$ cat src/inc/opm_consts.svh
// register offsets, field positions, reset values and pin counts of the power mode controller
// ----------------------------------------------------------------------------
// How it works
// - exactly five modes: full-on, active, sleep, deep sleep, hibernate
// - full-on: pll on, unbypassed, clocks run, powered
// - power-up enters full-on mode
// - active: pll bypassed, enable optional, clocks run
// - bypassed clocks run at reference input frequency
// - multiplier written in active waits for full-on
// - active mode allows dma to configured l1
// - sleep stops core clock, pll and system run
// - sleep wakeup: bypass clear full-on, set active
// - sleep mode refuses system dma to l1
// - frequency field 00 enters hibernate, clocks off
// - hibernate drives core supply to zero volts
// - hibernate releases all external pins to high impedance
// - rtc wakeup or reset pin leaves hibernate
// - each peripheral clock individually gated
// - software may change core supply voltage level
// - deep sleep stops both clocks, pll off, powered
// - deep sleep exits: reset full-on, rtc active
// - regulator reactivation starts a boot sequence
// ----------------------------------------------------------------------------
`ifndef OPM_CONSTS_SVH
`define OPM_CONSTS_SVH

// ----------------------------------------------------------------------------
// register word offsets (byte addresses)
// ----------------------------------------------------------------------------
`define OPM_ADDR_PLL 8'h00
`define OPM_ADDR_VR 8'h04
`define OPM_ADDR_MODE 8'h08
`define OPM_ADDR_PCLK 8'h0C
`define OPM_ADDR_STAT 8'h10
`define OPM_ADDR_W 8

// ----------------------------------------------------------------------------
// pll control setting fields
// ----------------------------------------------------------------------------
`define OPM_PLL_OFF_BIT 0
`define OPM_PLL_BYP_BIT 1
`define OPM_PLL_MUL_LSB 9
`define OPM_PLL_MUL_W 6
`define OPM_MUL_RST 6'h0A

// ----------------------------------------------------------------------------
// regulator control setting fields
// ----------------------------------------------------------------------------
`define OPM_VR_REGULATOR_FREQUENCY_FIELD_LSB 0
`define OPM_VR_REGULATOR_FREQUENCY_FIELD_W 2
`define OPM_VR_LVL_LSB 4
`define OPM_VR_LVL_W 4
`define OPM_VR_RST 8'hB3
`define OPM_REGULATOR_FREQUENCY_FIELD_OFF 2'h0

// ----------------------------------------------------------------------------
// mode request command codes written to the mode register
// ----------------------------------------------------------------------------
`define OPM_REQ_W 2
`define OPM_REQ_NONE 2'h0
`define OPM_REQ_SLEEP 2'h1
`define OPM_REQ_DEEP 2'h2
`define OPM_REQ_FULL 2'h3

// ----------------------------------------------------------------------------
// sizes
// ----------------------------------------------------------------------------
`define OPM_NPERIPH 16
`define OPM_NPINS 32
`define OPM_BOOT_CYC 16'h0010

`endif

$ cat src/inc/opm_pkg.sv
// types shared by the power mode controller files
package opm_pkg;

  // one-hot operating mode codes
  typedef enum logic [4:0]
  {
    OPM_FULL = 5'h01,
    OPM_ACTIVE = 5'h02,
    OPM_SLEEP = 5'h04,
    OPM_DEEP = 5'h08,
    OPM_HIB = 5'h10
  } opm_mode_e;

  // clock, pll and power controls sent to the clock tree
  typedef struct packed
  {
    logic pll_en;
    logic pll_bypass;
    logic core_clk_en;
    logic sys_clk_en;
    logic core_pwr_on;
    logic [5:0] mult;
  } opm_ctl_s;

  // classic wishbone request
  typedef struct packed
  {
    logic cyc;
    logic stb;
    logic we;
    logic [3:0] sel;
    logic [7:0] adr;
    logic [31:0] dat;
  } opm_wb_req_s;

endpackage

$ cat src/core/opm_ctrl.sv
// operating mode power controller with wishbone register slave
`timescale 1ns/1ps
`include "opm_consts.svh"

module opm_ctrl #(
  parameter int NPERIPH = `OPM_NPERIPH,
  parameter int NPINS = `OPM_NPINS,
  parameter logic [15:0] BOOT_CYC = `OPM_BOOT_CYC
) (
  // clock and reset
  input wire logic clk_i,
  input wire logic rst_i,
  // wishbone slave
  input wire logic wb_cyc_i,
  input wire logic wb_stb_i,
  input wire logic wb_we_i,
  input wire logic [3:0] wb_sel_i,
  input wire logic [7:0] wb_adr_i,
  input wire logic [31:0] wb_dat_i,
  output logic [31:0] wb_dat_o,
  output logic wb_ack_o,
  // asynchronous wakeup sources
  input wire logic rtc_wake_i,
  input wire logic ext_wake_i,
  input wire logic reset_pin_i,
  // clock tree, supply and boot
  output opm_pkg::opm_ctl_s ctl_o,
  output logic [4:0] mode_o,
  output logic [`OPM_VR_LVL_W-1:0] core_supply_voltage_o,
  output logic [NPERIPH-1:0] periph_clk_en_o,
  output logic boot_o,
  // l1 dma gate and pin release
  input wire logic dma_l1_cfg_i,
  output logic dma_l1_grant_o,
  output logic [NPINS-1:0] pin_oe_allow_o
);

  // --------------------------------------------------------------------------
  // state
  // --------------------------------------------------------------------------
  typedef struct packed
  {
    opm_pkg::opm_mode_e mode;
    logic pll_off;
    logic pll_byp;
    logic [`OPM_PLL_MUL_W-1:0] mul_pend;
    logic [`OPM_PLL_MUL_W-1:0] mul_act;
    logic [7:0] vr;
    logic [NPERIPH-1:0] pclk;
    logic [15:0] boot_cnt;
    logic boot;
    logic ack;
    logic [31:0] rdat;
    logic [2:0] wake_prev;
  } opm_st_s;

  opm_st_s s_q;
  opm_st_s s_d;
  logic [2:0] wake_s;
  logic rtc_rise;
  logic ext_rise;
  logic rst_rise;
  logic wb_req;
  logic [1:0] mode_req;

  // --------------------------------------------------------------------------
  // helpers
  // --------------------------------------------------------------------------
  function automatic logic [31:0] wmask(input logic [31:0] old, input logic [31:0] nw,
                                        input logic [3:0] sel);
    logic [31:0] r;
    r = old;
    for (int b = 0; b < 4; b++)
    begin
      if (sel[b])
        r[b*8 +: 8] = nw[b*8 +: 8];
    end
    return r;
  endfunction

  // reset pin, rtc and external wakeups cross from outside the clock domain
  opm_sync #(
    .W(3)
  ) u_sync (
    .clk_i(clk_i),
    .rst_i(rst_i),
    .async_i({reset_pin_i, ext_wake_i, rtc_wake_i}),
    .sync_o(wake_s)
  );

  assign rtc_rise = wake_s[0] & ~s_q.wake_prev[0];
  assign ext_rise = wake_s[1] & ~s_q.wake_prev[1];
  assign rst_rise = wake_s[2] & ~s_q.wake_prev[2];
  assign wb_req = wb_cyc_i & wb_stb_i & ~s_q.ack;
  assign mode_req = wb_dat_i[`OPM_REQ_W-1:0];

  // --------------------------------------------------------------------------
  // next state
  // --------------------------------------------------------------------------
  always_comb
  begin
    logic [31:0] pll_word;
    logic [31:0] nw;
    pll_word = '0;
    nw = '0;
    s_d = s_q;
    s_d.ack = wb_req;
    s_d.wake_prev = wake_s;
    pll_word[`OPM_PLL_OFF_BIT] = s_q.pll_off;
    pll_word[`OPM_PLL_BYP_BIT] = s_q.pll_byp;
    pll_word[`OPM_PLL_MUL_LSB +: `OPM_PLL_MUL_W] = s_q.mul_pend;
    if (s_q.boot_cnt != 16'h0000)
      s_d.boot_cnt = s_q.boot_cnt - 16'h0001;
    else
      s_d.boot = 1'b0;
    // register writes are only meaningful while the core is clocked
    if (wb_req && wb_we_i && (s_q.mode == opm_pkg::OPM_FULL || s_q.mode == opm_pkg::OPM_ACTIVE))
    begin
      unique case (wb_adr_i)
        `OPM_ADDR_PLL:
        begin
          nw = wmask(pll_word, wb_dat_i, wb_sel_i);
          s_d.pll_off = nw[`OPM_PLL_OFF_BIT];
          s_d.pll_byp = nw[`OPM_PLL_BYP_BIT];
          s_d.mul_pend = nw[`OPM_PLL_MUL_LSB +: `OPM_PLL_MUL_W];
          if (s_q.mode == opm_pkg::OPM_FULL && !nw[`OPM_PLL_BYP_BIT])
            s_d.mul_act = nw[`OPM_PLL_MUL_LSB +: `OPM_PLL_MUL_W];
          if (s_q.mode == opm_pkg::OPM_FULL && nw[`OPM_PLL_BYP_BIT])
            s_d.mode = opm_pkg::OPM_ACTIVE;
          if (s_q.mode == opm_pkg::OPM_ACTIVE && !nw[`OPM_PLL_BYP_BIT] && !nw[`OPM_PLL_OFF_BIT])
          begin
            s_d.mode = opm_pkg::OPM_FULL;
            s_d.mul_act = nw[`OPM_PLL_MUL_LSB +: `OPM_PLL_MUL_W];
          end
        end
        `OPM_ADDR_VR:
        begin
          nw = wmask({24'h000000, s_q.vr}, wb_dat_i, wb_sel_i);
          s_d.vr = nw[7:0];
          if (nw[`OPM_VR_REGULATOR_FREQUENCY_FIELD_LSB +: `OPM_VR_REGULATOR_FREQUENCY_FIELD_W] == `OPM_REGULATOR_FREQUENCY_FIELD_OFF)
            s_d.mode = opm_pkg::OPM_HIB;
        end
        `OPM_ADDR_MODE:
        begin
          if (wb_sel_i[0] && mode_req == `OPM_REQ_SLEEP && !s_q.pll_off)
            s_d.mode = opm_pkg::OPM_SLEEP;
          if (wb_sel_i[0] && mode_req == `OPM_REQ_DEEP)
            s_d.mode = opm_pkg::OPM_DEEP;
        end
        `OPM_ADDR_PCLK:
          s_d.pclk = NPERIPH'(wmask(32'(s_q.pclk), wb_dat_i, wb_sel_i));
        default:
        begin
        end
      endcase
    end
    // wakeups, evaluated on synchronised edges
    unique case (s_q.mode)
      opm_pkg::OPM_SLEEP:
      begin
        if (rst_rise)
          s_d.mode = opm_pkg::OPM_FULL;
        else if (rtc_rise || ext_rise)
          s_d.mode = s_q.pll_byp ? opm_pkg::OPM_ACTIVE : opm_pkg::OPM_FULL;
      end
      opm_pkg::OPM_DEEP:
      begin
        if (rst_rise)
          s_d.mode = opm_pkg::OPM_FULL;
        else if (rtc_rise)
          s_d.mode = opm_pkg::OPM_ACTIVE;
      end
      opm_pkg::OPM_HIB:
      begin
        if (rst_rise || rtc_rise)
        begin
          s_d.mode = rst_rise ? opm_pkg::OPM_FULL : opm_pkg::OPM_ACTIVE;
          s_d.vr = `OPM_VR_RST;
          s_d.pll_off = 1'b0;
          s_d.pll_byp = !rst_rise;
          s_d.boot = 1'b1;
          s_d.boot_cnt = BOOT_CYC;
        end
      end
      default:
      begin
        if (rst_rise)
        begin
          s_d.mode = opm_pkg::OPM_FULL;
          s_d.pll_byp = 1'b0;
          s_d.pll_off = 1'b0;
        end
      end
    endcase
    // read data
    unique case (wb_adr_i)
      `OPM_ADDR_PLL: s_d.rdat = pll_word;
      `OPM_ADDR_VR: s_d.rdat = {24'h000000, s_q.vr};
      `OPM_ADDR_MODE: s_d.rdat = {27'h0000000, s_q.mode};
      `OPM_ADDR_PCLK: s_d.rdat = 32'(s_q.pclk);
      `OPM_ADDR_STAT: s_d.rdat = {26'h0000000, s_q.boot, s_q.mode};
      default: s_d.rdat = 32'h00000000;
    endcase
  end

  always_ff @(posedge clk_i)
  begin
    if (rst_i)
    begin
      s_q <= '0;
      s_q.mode <= opm_pkg::OPM_FULL;
      s_q.mul_pend <= `OPM_MUL_RST;
      s_q.mul_act <= `OPM_MUL_RST;
      s_q.vr <= `OPM_VR_RST;
      s_q.pclk <= '1;
    end
    else
      s_q <= s_d;
  end

  // --------------------------------------------------------------------------
  // outputs
  // --------------------------------------------------------------------------
  logic is_full;
  logic is_act;
  logic is_slp;
  assign is_full = s_q.mode == opm_pkg::OPM_FULL;
  assign is_act = s_q.mode == opm_pkg::OPM_ACTIVE;
  assign is_slp = s_q.mode == opm_pkg::OPM_SLEEP;

  assign ctl_o.pll_en = is_full | is_slp | (is_act & ~s_q.pll_off);
  // bypass passes the reference input clock straight to both clocks
  assign ctl_o.pll_bypass = is_act;
  assign ctl_o.core_clk_en = is_full | is_act;
  assign ctl_o.sys_clk_en = is_full | is_act | is_slp;
  assign ctl_o.core_pwr_on = s_q.mode != opm_pkg::OPM_HIB;
  assign ctl_o.mult = s_q.mul_act;
  assign mode_o = s_q.mode;
  assign core_supply_voltage_o = ctl_o.core_pwr_on ? s_q.vr[`OPM_VR_LVL_LSB +: `OPM_VR_LVL_W]
                                                  : '0;
  assign periph_clk_en_o = ctl_o.sys_clk_en ? s_q.pclk : '0;
  assign boot_o = s_q.boot;
  assign dma_l1_grant_o = dma_l1_cfg_i & (is_full | is_act);
  assign pin_oe_allow_o = ctl_o.core_pwr_on ? '1 : '0;
  assign wb_ack_o = s_q.ack;
  assign wb_dat_o = s_q.rdat;

  // --------------------------------------------------------------------------
  // checks
  // --------------------------------------------------------------------------
  mode_onehot_a: assert property (@(posedge clk_i) disable iff (rst_i) $onehot(s_q.mode))
    else $error("mode not one-hot");
  full_clocks_a: assert property (@(posedge clk_i) disable iff (rst_i)
    is_full |-> ctl_o.pll_en && !ctl_o.pll_bypass && ctl_o.core_clk_en && ctl_o.sys_clk_en)
    else $error("full-on settings wrong");
  reset_full_a: assert property (@(posedge clk_i) $fell(rst_i) |-> is_full)
    else $error("not full-on after reset");
  act_bypass_a: assert property (@(posedge clk_i) disable iff (rst_i)
    is_act |-> ctl_o.pll_bypass && ctl_o.core_clk_en)
    else $error("active settings wrong");
  sleep_wake_a: assert property (@(posedge clk_i) disable iff (rst_i)
    is_slp && rtc_rise && !rst_rise |=> s_q.mode == ($past(s_q.pll_byp) ? opm_pkg::OPM_ACTIVE
                                                     : opm_pkg::OPM_FULL))
    else $error("sleep wakeup target wrong");
  sleep_dma_a: assert property (@(posedge clk_i) disable iff (rst_i)
    is_slp |-> !dma_l1_grant_o && !ctl_o.core_clk_en)
    else $error("dma granted in sleep");
  hib_power_a: assert property (@(posedge clk_i) disable iff (rst_i)
    s_q.mode == opm_pkg::OPM_HIB |-> !ctl_o.core_pwr_on && pin_oe_allow_o == '0
    && core_supply_voltage_o == '0)
    else $error("hibernate power not removed");
  deep_exit_a: assert property (@(posedge clk_i) disable iff (rst_i)
    s_q.mode == opm_pkg::OPM_DEEP && rst_rise |=> is_full)
    else $error("deep sleep reset exit wrong");
  hib_boot_a: assert property (@(posedge clk_i) disable iff (rst_i)
    s_q.mode == opm_pkg::OPM_HIB && rtc_rise && !rst_rise |=> boot_o && is_act)
    else $error("no boot after hibernate wake");

endmodule

$ cat src/core/opm_sync.sv
// two flip-flop synchroniser for asynchronous wakeup and reset requests
`timescale 1ns/1ps
`include "opm_consts.svh"

module opm_sync #(
  parameter int W = 2
) (
  // clock and reset
  input wire logic clk_i,
  input wire logic rst_i,
  // levels
  input wire logic [W-1:0] async_i,
  output logic [W-1:0] sync_o
);

  typedef struct packed
  {
    logic [W-1:0] meta;
    logic [W-1:0] stable;
  } opm_sync_s;

  opm_sync_s s_q;
  opm_sync_s s_d;

  // first stage feeds only the second stage
  always_comb
  begin
    s_d = s_q;
    s_d.meta = async_i;
    s_d.stable = s_q.meta;
  end

  always_ff @(posedge clk_i)
  begin
    if (rst_i)
      s_q <= '0;
    else
      s_q <= s_d;
  end

  assign sync_o = s_q.stable;

endmodule

$ cat config.mk
export PLATFORM = sky130hd
export DESIGN_NAME = opm_ctrl
export DESIGN_NICKNAME = d
export VERILOG_FILES = /design/src/inc/opm_pkg.sv /design/src/core/opm_ctrl.sv /design/src/core/opm_sync.sv
export VERILOG_INCLUDE_DIRS = /design/src /design/src/inc
export SDC_FILE = /design/constraint.sdc
export NUM_CORES = 1
export LEC_CHECK = 0
export ABC_AREA = 0
export BUFFER_PORTS_ARGS = -buffer_cell sky130_fd_sc_hd__buf_2
export CORE_ASPECT_RATIO = 0.9
export CORE_MARGIN = 1.5
export CORE_UTILIZATION = 29
export DETAILED_ROUTE_END_ITERATION = 16
export GPL_TIMING_DRIVEN = 0
export PLACE_DENSITY = 0.58
export REMOVE_ABC_BUFFERS = 1
export SYNTH_ARGS = -nofsm -noshare
export SYNTH_HDL_FRONTEND = slang
export SYNTH_SLANG_ARGS = --single-unit
$ cat constraint.sdc
create_clock -name clk_i -period 6.6 [get_ports clk_i]
set_clock_uncertainty 0.1 [all_clocks]
set_input_delay 0.33 -clock clk_i [delete_from_list [all_inputs] [get_ports clk_i]]
set_output_delay 0.33 -clock clk_i [all_outputs]
set_load 0.01 [all_outputs]
Word level (Yosys, flattened, before mapping)
Cells that the tools add are included.

operators by class
  add/sub/neg operators = 1
  $mul = 0
  divide/modulo/power cells = 0
  $lt $le $gt $ge = 0
  equality and inequality tests = 12
  shifts and indexed selects = 0
  mux-type cells = 41
  bitwise gates (word level) = 16
  reductions and logical operators = 25

operators with widths
  kind                                                 number
  one-hot mux 16 bit (5 select lines)                  1
  two-way mux 8 bit                                    8
  two-way mux 16 bit                                   3
  two-way mux 5 bit                                    9
  two-way mux 43 bit                                   1
  two-way mux 17 bit                                   2
  two-way mux 32 bit                                   1
  one-hot mux 5 bit (3 select lines)                   2
  two-way mux 7 bit                                    3
  equality test 8 x 4 -> 1 bit, second input constant  2
  nonzero test 16 bit                                  1
  subtractor 16 x 1 -> 16 bit, second input constant   1
  two-way mux 14 bit                                   1
  two-way mux 6 bit                                    2
  two-way mux 2 bit                                    5
  logical AND 1 bit                                    9
  AND reduction 3 bit                                  3
  equality test 8 x 3 -> 1 bit, second input constant  1
  equality test 8 x 5 -> 1 bit, second input constant  1
  zero test 8 bit                                      1
  AND 1 bit                                            7
  equality test 5 x 1 -> 1 bit, second input constant  1
  equality test 5 x 2 -> 1 bit, second input constant  1
  equality test 5 x 3 -> 1 bit, second input constant  1
  other kinds (16)                                     28

word-level totals
  register bits after elaboration = 102
  latch bits = 0
  RAM bits = 0
  bits in read-only memories = 0
  input bits = 53
  output and inout port bits = 103
  memories = 0

Logic depth before layout (Yosys ltp)
  depth after elaboration = 14
  depth in mapped cells = 8
  gate-level depth less buffers = 6

Cells and area by module
Synthesis repeated with hierarchy kept, for this count alone.

second synthesis, totals
  cell total of the unflattened synthesis = 543
  area, all modules = 4,733.3 um^2

by module, submodules not included
  module    times used  cells an instance  area an instance (um^2)
  opm_ctrl  1           531                4,575.6
  opm_sync  1           12                 157.7

Worst setup path after synthesis
No wires, ideal clock.

  path kind = flip-flop to output port
  from = register s_q, in the netlist mode_o[3]
  to = output core_supply_voltage_o[0]
  data arrival time = 1.932 ns
  required time = 6.170 ns
  path slack = 4.238 ns
  stages on the path, launching flop included = 5
  path buffers = 1
  path through = dfxtp_1 -> clkbuf_1 -> nor2_1 -> nand3_1 -> and2_1

RTL lines
  element          line            RTL
  start, declared  opm_ctrl.sv:57  opm_st_s s_q;
  end, declared    opm_ctrl.sv:29  output logic [`OPM_VR_LVL_W-1:0] core_supply_voltage_o,

Final worst setup path
  from = register s_q, in the netlist mode_o[3]
  to = output periph_clk_en_o[5]

on the way
  word-level cells in the longest chain between the ends = 4
  elaborated cells on any way between the ends = 6
  those cells by class = 3 x eq/ne; 1 x mux; 2 x bitwise

RTL lines
  element                                                                              line                              RTL
  equality test 5 x 1 -> 1 bit / equality test 5 x 2 -> 1 bit (equally long branches)  opm_ctrl.sv:227, opm_ctrl.sv:228
  OR 1 bit                                                                             opm_ctrl.sv:235                   assign ctl_o.sys_clk_en = is_full | is_act | is_slp;
  OR 1 bit (*)                                                                         opm_ctrl.sv:235
  two-way mux 16 bit (*)                                                               opm_ctrl.sv:241                   assign periph_clk_en_o = ctl_o.sys_clk_en ? s_q.pclk : '0;
  end, declared                                                                        opm_ctrl.sv:30                    output logic [NPERIPH-1:0] periph_clk_en_o,

Mark *: on every way between the ends. The rest lies on a longest branch, timed or not.

==> results.sh <==
export IMPL_multi_input_area_um2=2120
export IMPL_grt_util_met2_pct=21.8
export IMPL_finalHoldViolations=0
export IMPL_dp_cells=762
export IMPL_p_int_w=0.000897
export IMPL_ctsHoldBuffers=0
export IMPL_power_frac_seq_pct=44.6
export IMPL_relSlewSlack_pct=8.58
export IMPL_postRouteAntennaNets=0
export IMPL_die_height_um=121
export IMPL_grtUsageMet3_pct=4.09
export IMPL_ir_drop_v=0.000115
export IMPL_yosysWarningCount=0
export IMPL_place_area_um2=4740
export IMPL_cp_common_cell="nor2_1"
export IMPL_grt_pass1_vias=3427
export IMPL_coreArea_um2=14900
export IMPL_place_congestion=0.836
export IMPL_combPwrFrac_pct=16.7
export IMPL_critPathRequiredTime_ns=6.17
export IMPL_cp_end_kind="output pin"
export IMPL_cts_buffer_depth=2
export IMPL_seq_area_frac_synth_pct=38.4
export IMPL_slew_violations=0
export IMPL_nFillCells=1582
export IMPL_ys_async_sr_fraction_pct=0
export IMPL_cts_max_level=3
export IMPL_worstPathCellList="nor2_1 -> and3_1 -> nor2_1 -> nor2b_1 -> buf_2"
export IMPL_fin_nets=630
export IMPL_max_freq_mhz=316
export IMPL_finish_instance_area_um2=5030
export IMPL_drc=0
export IMPL_period_minus_slack_ns=3.16
export IMPL_ff2ff_setup_slack_ns=3.83
export IMPL_start_util_pct=30.0
export IMPL_clkTransAtPathRegs_ns=0.07
export IMPL_ys_seq_elements=86
export IMPL_fin_cells=778
export IMPL_grt_busiest_layer="met2"
export IMPL_insertion_delay_ns=0.35
export IMPL_r2r_cells=5
export IMPL_n_antenna_cell=0
export IMPL_finalSetupViolCount=0
export IMPL_io_pins=156
export IMPL_use_met1_pct=17.6
export IMPL_maxCapViolCount=0
export IMPL_synth_edf_count=0
export IMPL_tritoncts="yes"
export IMPL_drt_first_pass_iters=5
export IMPL_crit_path_start_kind="register"
export IMPL_yosys_cell_types_count=51
export IMPL_synth_top_flop_cell="dfxtp_1"
export IMPL_hp_class="in2reg"
export IMPL_worst_pin_slew_ns=1.37
export IMPL_cp_endpoint="periph_clk_en_o[5]"
export IMPL_cts_buffers=9
export IMPL_cp_max_fo=17
export IMPL_syn2layout_area_growth_pct=12.3
export IMPL_clkPwrFrac_pct=38.7
export IMPL_drive_gt1_share_pct=26.0
export IMPL_regArea_um2=1720
export IMPL_port_buffers=121
export IMPL_postCtsSetupBuffers=0
export IMPL_status="complete, no violations"
export IMPL_gr_total_overflow=0
export IMPL_grt_pass1_wl_um=17400
export IMPL_dieArea_um2=16200
export IMPL_dp_hpwl_um=8060
export IMPL_syn_inst=531
export IMPL_max_stage_delay_ns=1.04
export IMPL_clock_sinks=86
export IMPL_fin_setup_tns_ns=0
export IMPL_drtIter0Drc=239
export IMPL_die_width_um=134
export IMPL_swShare_pct=30.0
export IMPL_critical_path_class="reg2out"
export IMPL_worstReg2RegStart="s_q[44]$_SDFF_PP0_"
export IMPL_grt_max_degree=48
export IMPL_syn_area_um2=4480
export IMPL_r2r_end="s_q[44]$_SDFF_PP0_"
export IMPL_grt_total_usage_pct=13.7
export IMPL_p_leak_nw=2.05
export IMPL_viasPerCell=4.76
export IMPL_power_density_nw_per_um2=255
export IMPL_cpMaxStageDelayCell="nor2_1"
export IMPL_cts_root_buf="clkbuf_16"
export IMPL_vias=3703
export IMPL_avgSynthCellArea_um2=8.44
export IMPL_critPathLaunch="mode_o[3]$_SDFF_PP0_"
export IMPL_crit_arrival_ns=2.73
export IMPL_post_route_period_util_pct=47.9
export IMPL_totalWireLength_um=11100
export IMPL_antenna_found_initial=0
export IMPL_cts_resized=0
export IMPL_wl_per_cell_um=14.3
export IMPL_rsz0062_at_grt="no"
export IMPL_rows=42
export IMPL_p_sw_w=0.000384
==> cell usage after synthesis, types with 10 or more instances <==
library cell  instances  share of area, %
nor2_1               49               4.1
o21ai_0              10               1.1
clkbuf_1             24               2.0
nand3b_1             18               3.0
a22oi_1              10               1.7
mux2i_1              22               4.9
dfxtp_1              86                38
nand2_1              52               4.4
buf_4                76                13
nor2b_1              30               4.2
a21oi_1              19               2.1
nand2b_1             10               1.4
==> state kept, by name (all words and copies together), names as in the netlist <==
name / cells
s_q: 51
wb_dat_o: 16
ctl_o: 6
mode_o: 5
u_sync.s_d: 3
u_sync.sync_o: 3
boot_o: 1
wb_ack_o: 1
==> cell usage in the layout, fill, tap and decap left out, drive strengths merged, types with 10 or more instances in the layout <==
cell type | Yosys | routed
nand2 | 52 | 52
conb | 1 | 16
buf | 81 | 123
nand2b | 10 | 10
nand3b | 18 | 18
mux2i | 22 | 22
nor2b | 30 | 30
a22oi | 10 | 10
o21ai | 11 | 11
dfxtp | 86 | 86
a21oi | 19 | 19
nor2 | 49 | 49
==> layout make-up <==
cell class / instances / area share (%)
Clock buffer: 9 / 4.48
Clock inverter: 7 / 1.29
Inverter: 6 / 0.448
Multi-Input combinational cell: 349 / 42.2
Sequential cell: 86 / 34.2
Tap cell: 198 / 4.93
Timing Repair Buffer: 123 / 12.4
==> through the flow <==
stage | hold slack (ns) | utilization [%] | total power (W) | setup slack [ns]
after floorplan | 0.302 | - | 0.000731 | 1.95
after CTS | 0.0835 | 33.7 | 0.00129 | 3.40
after global routing | 0.0933 | 33.7 | 0.00135 | 3.26
final | 0.0986 | 33.7 | 0.00128 | 3.44
after global placement | 0.313 | 31.5 | 0.000783 | 2.92
after detailed placement | 0.318 | 31.7 | 0.000796 | 3.79
==> power groups by stage <==
stage,combinational (W),clock (W),sequential (W)
floorplan,0.000155,0,0.000576
global placement,0.000204,0,0.000580
detailed placement,0.000213,0,0.000582
CTS,0.000215,0.000507,0.000571
global route,0.000242,0.000534,0.000576
finish,0.000214,0.000496,0.000571
==> worst min-delay path by stage <==
stage | start | endpoint | slack, ns | depth (start not counted)
after floorplan | rst_i | s_q[0]$_SDFF_PP0_ | 0.30 | 1
after global placement | wb_ack_o$_SDFF_PP0_ | wb_ack_o$_SDFF_PP0_ | 0.31 | 1
after detailed placement | wb_ack_o$_SDFF_PP0_ | wb_ack_o$_SDFF_PP0_ | 0.32 | 1
after CTS | ext_wake_i | u_sync.s_d[1]$_SDFF_PP0_ | 0.08 | 2
after global routing | wb_dat_i[8] | s_q[61]$_SDFFE_PP1P_ | 0.09 | 3
final | ext_wake_i | u_sync.s_d[1]$_SDFF_PP0_ | 0.1 | 2
==> cell families after synthesis <==
kind of cell / count (synthesis) / share of synthesized area [%]
AND/OR/NAND/NOR: 231 / 27.5
adder cells (fa/ha/maj): 2 / 0.559
other: 1 / 0.0837
multiplexers: 28 / 6.42
buffers and inverters: 111 / 15.8
flip-flops: 86 / 38.4
XOR/XNOR: 5 / 0.978
AO/OA/AOI/OAI: 67 / 10.3
==> critical path: cells and delay by family (launching register included) <==
kind / cells / cell delay, ns
simple gates: 4 / 1.62
buf+inv: 1 / 0.21
flops: 1 / 0.54
==> per-layer routing <==
layer / share of wire (%) / vias up
met5: 0 / -
met4: 1.5 / 0
met3: 7.9 / 14
met2: 46 / 144
met1: 45 / 1726
li1: - / 1819
Power figures use the tool's default switching activity.
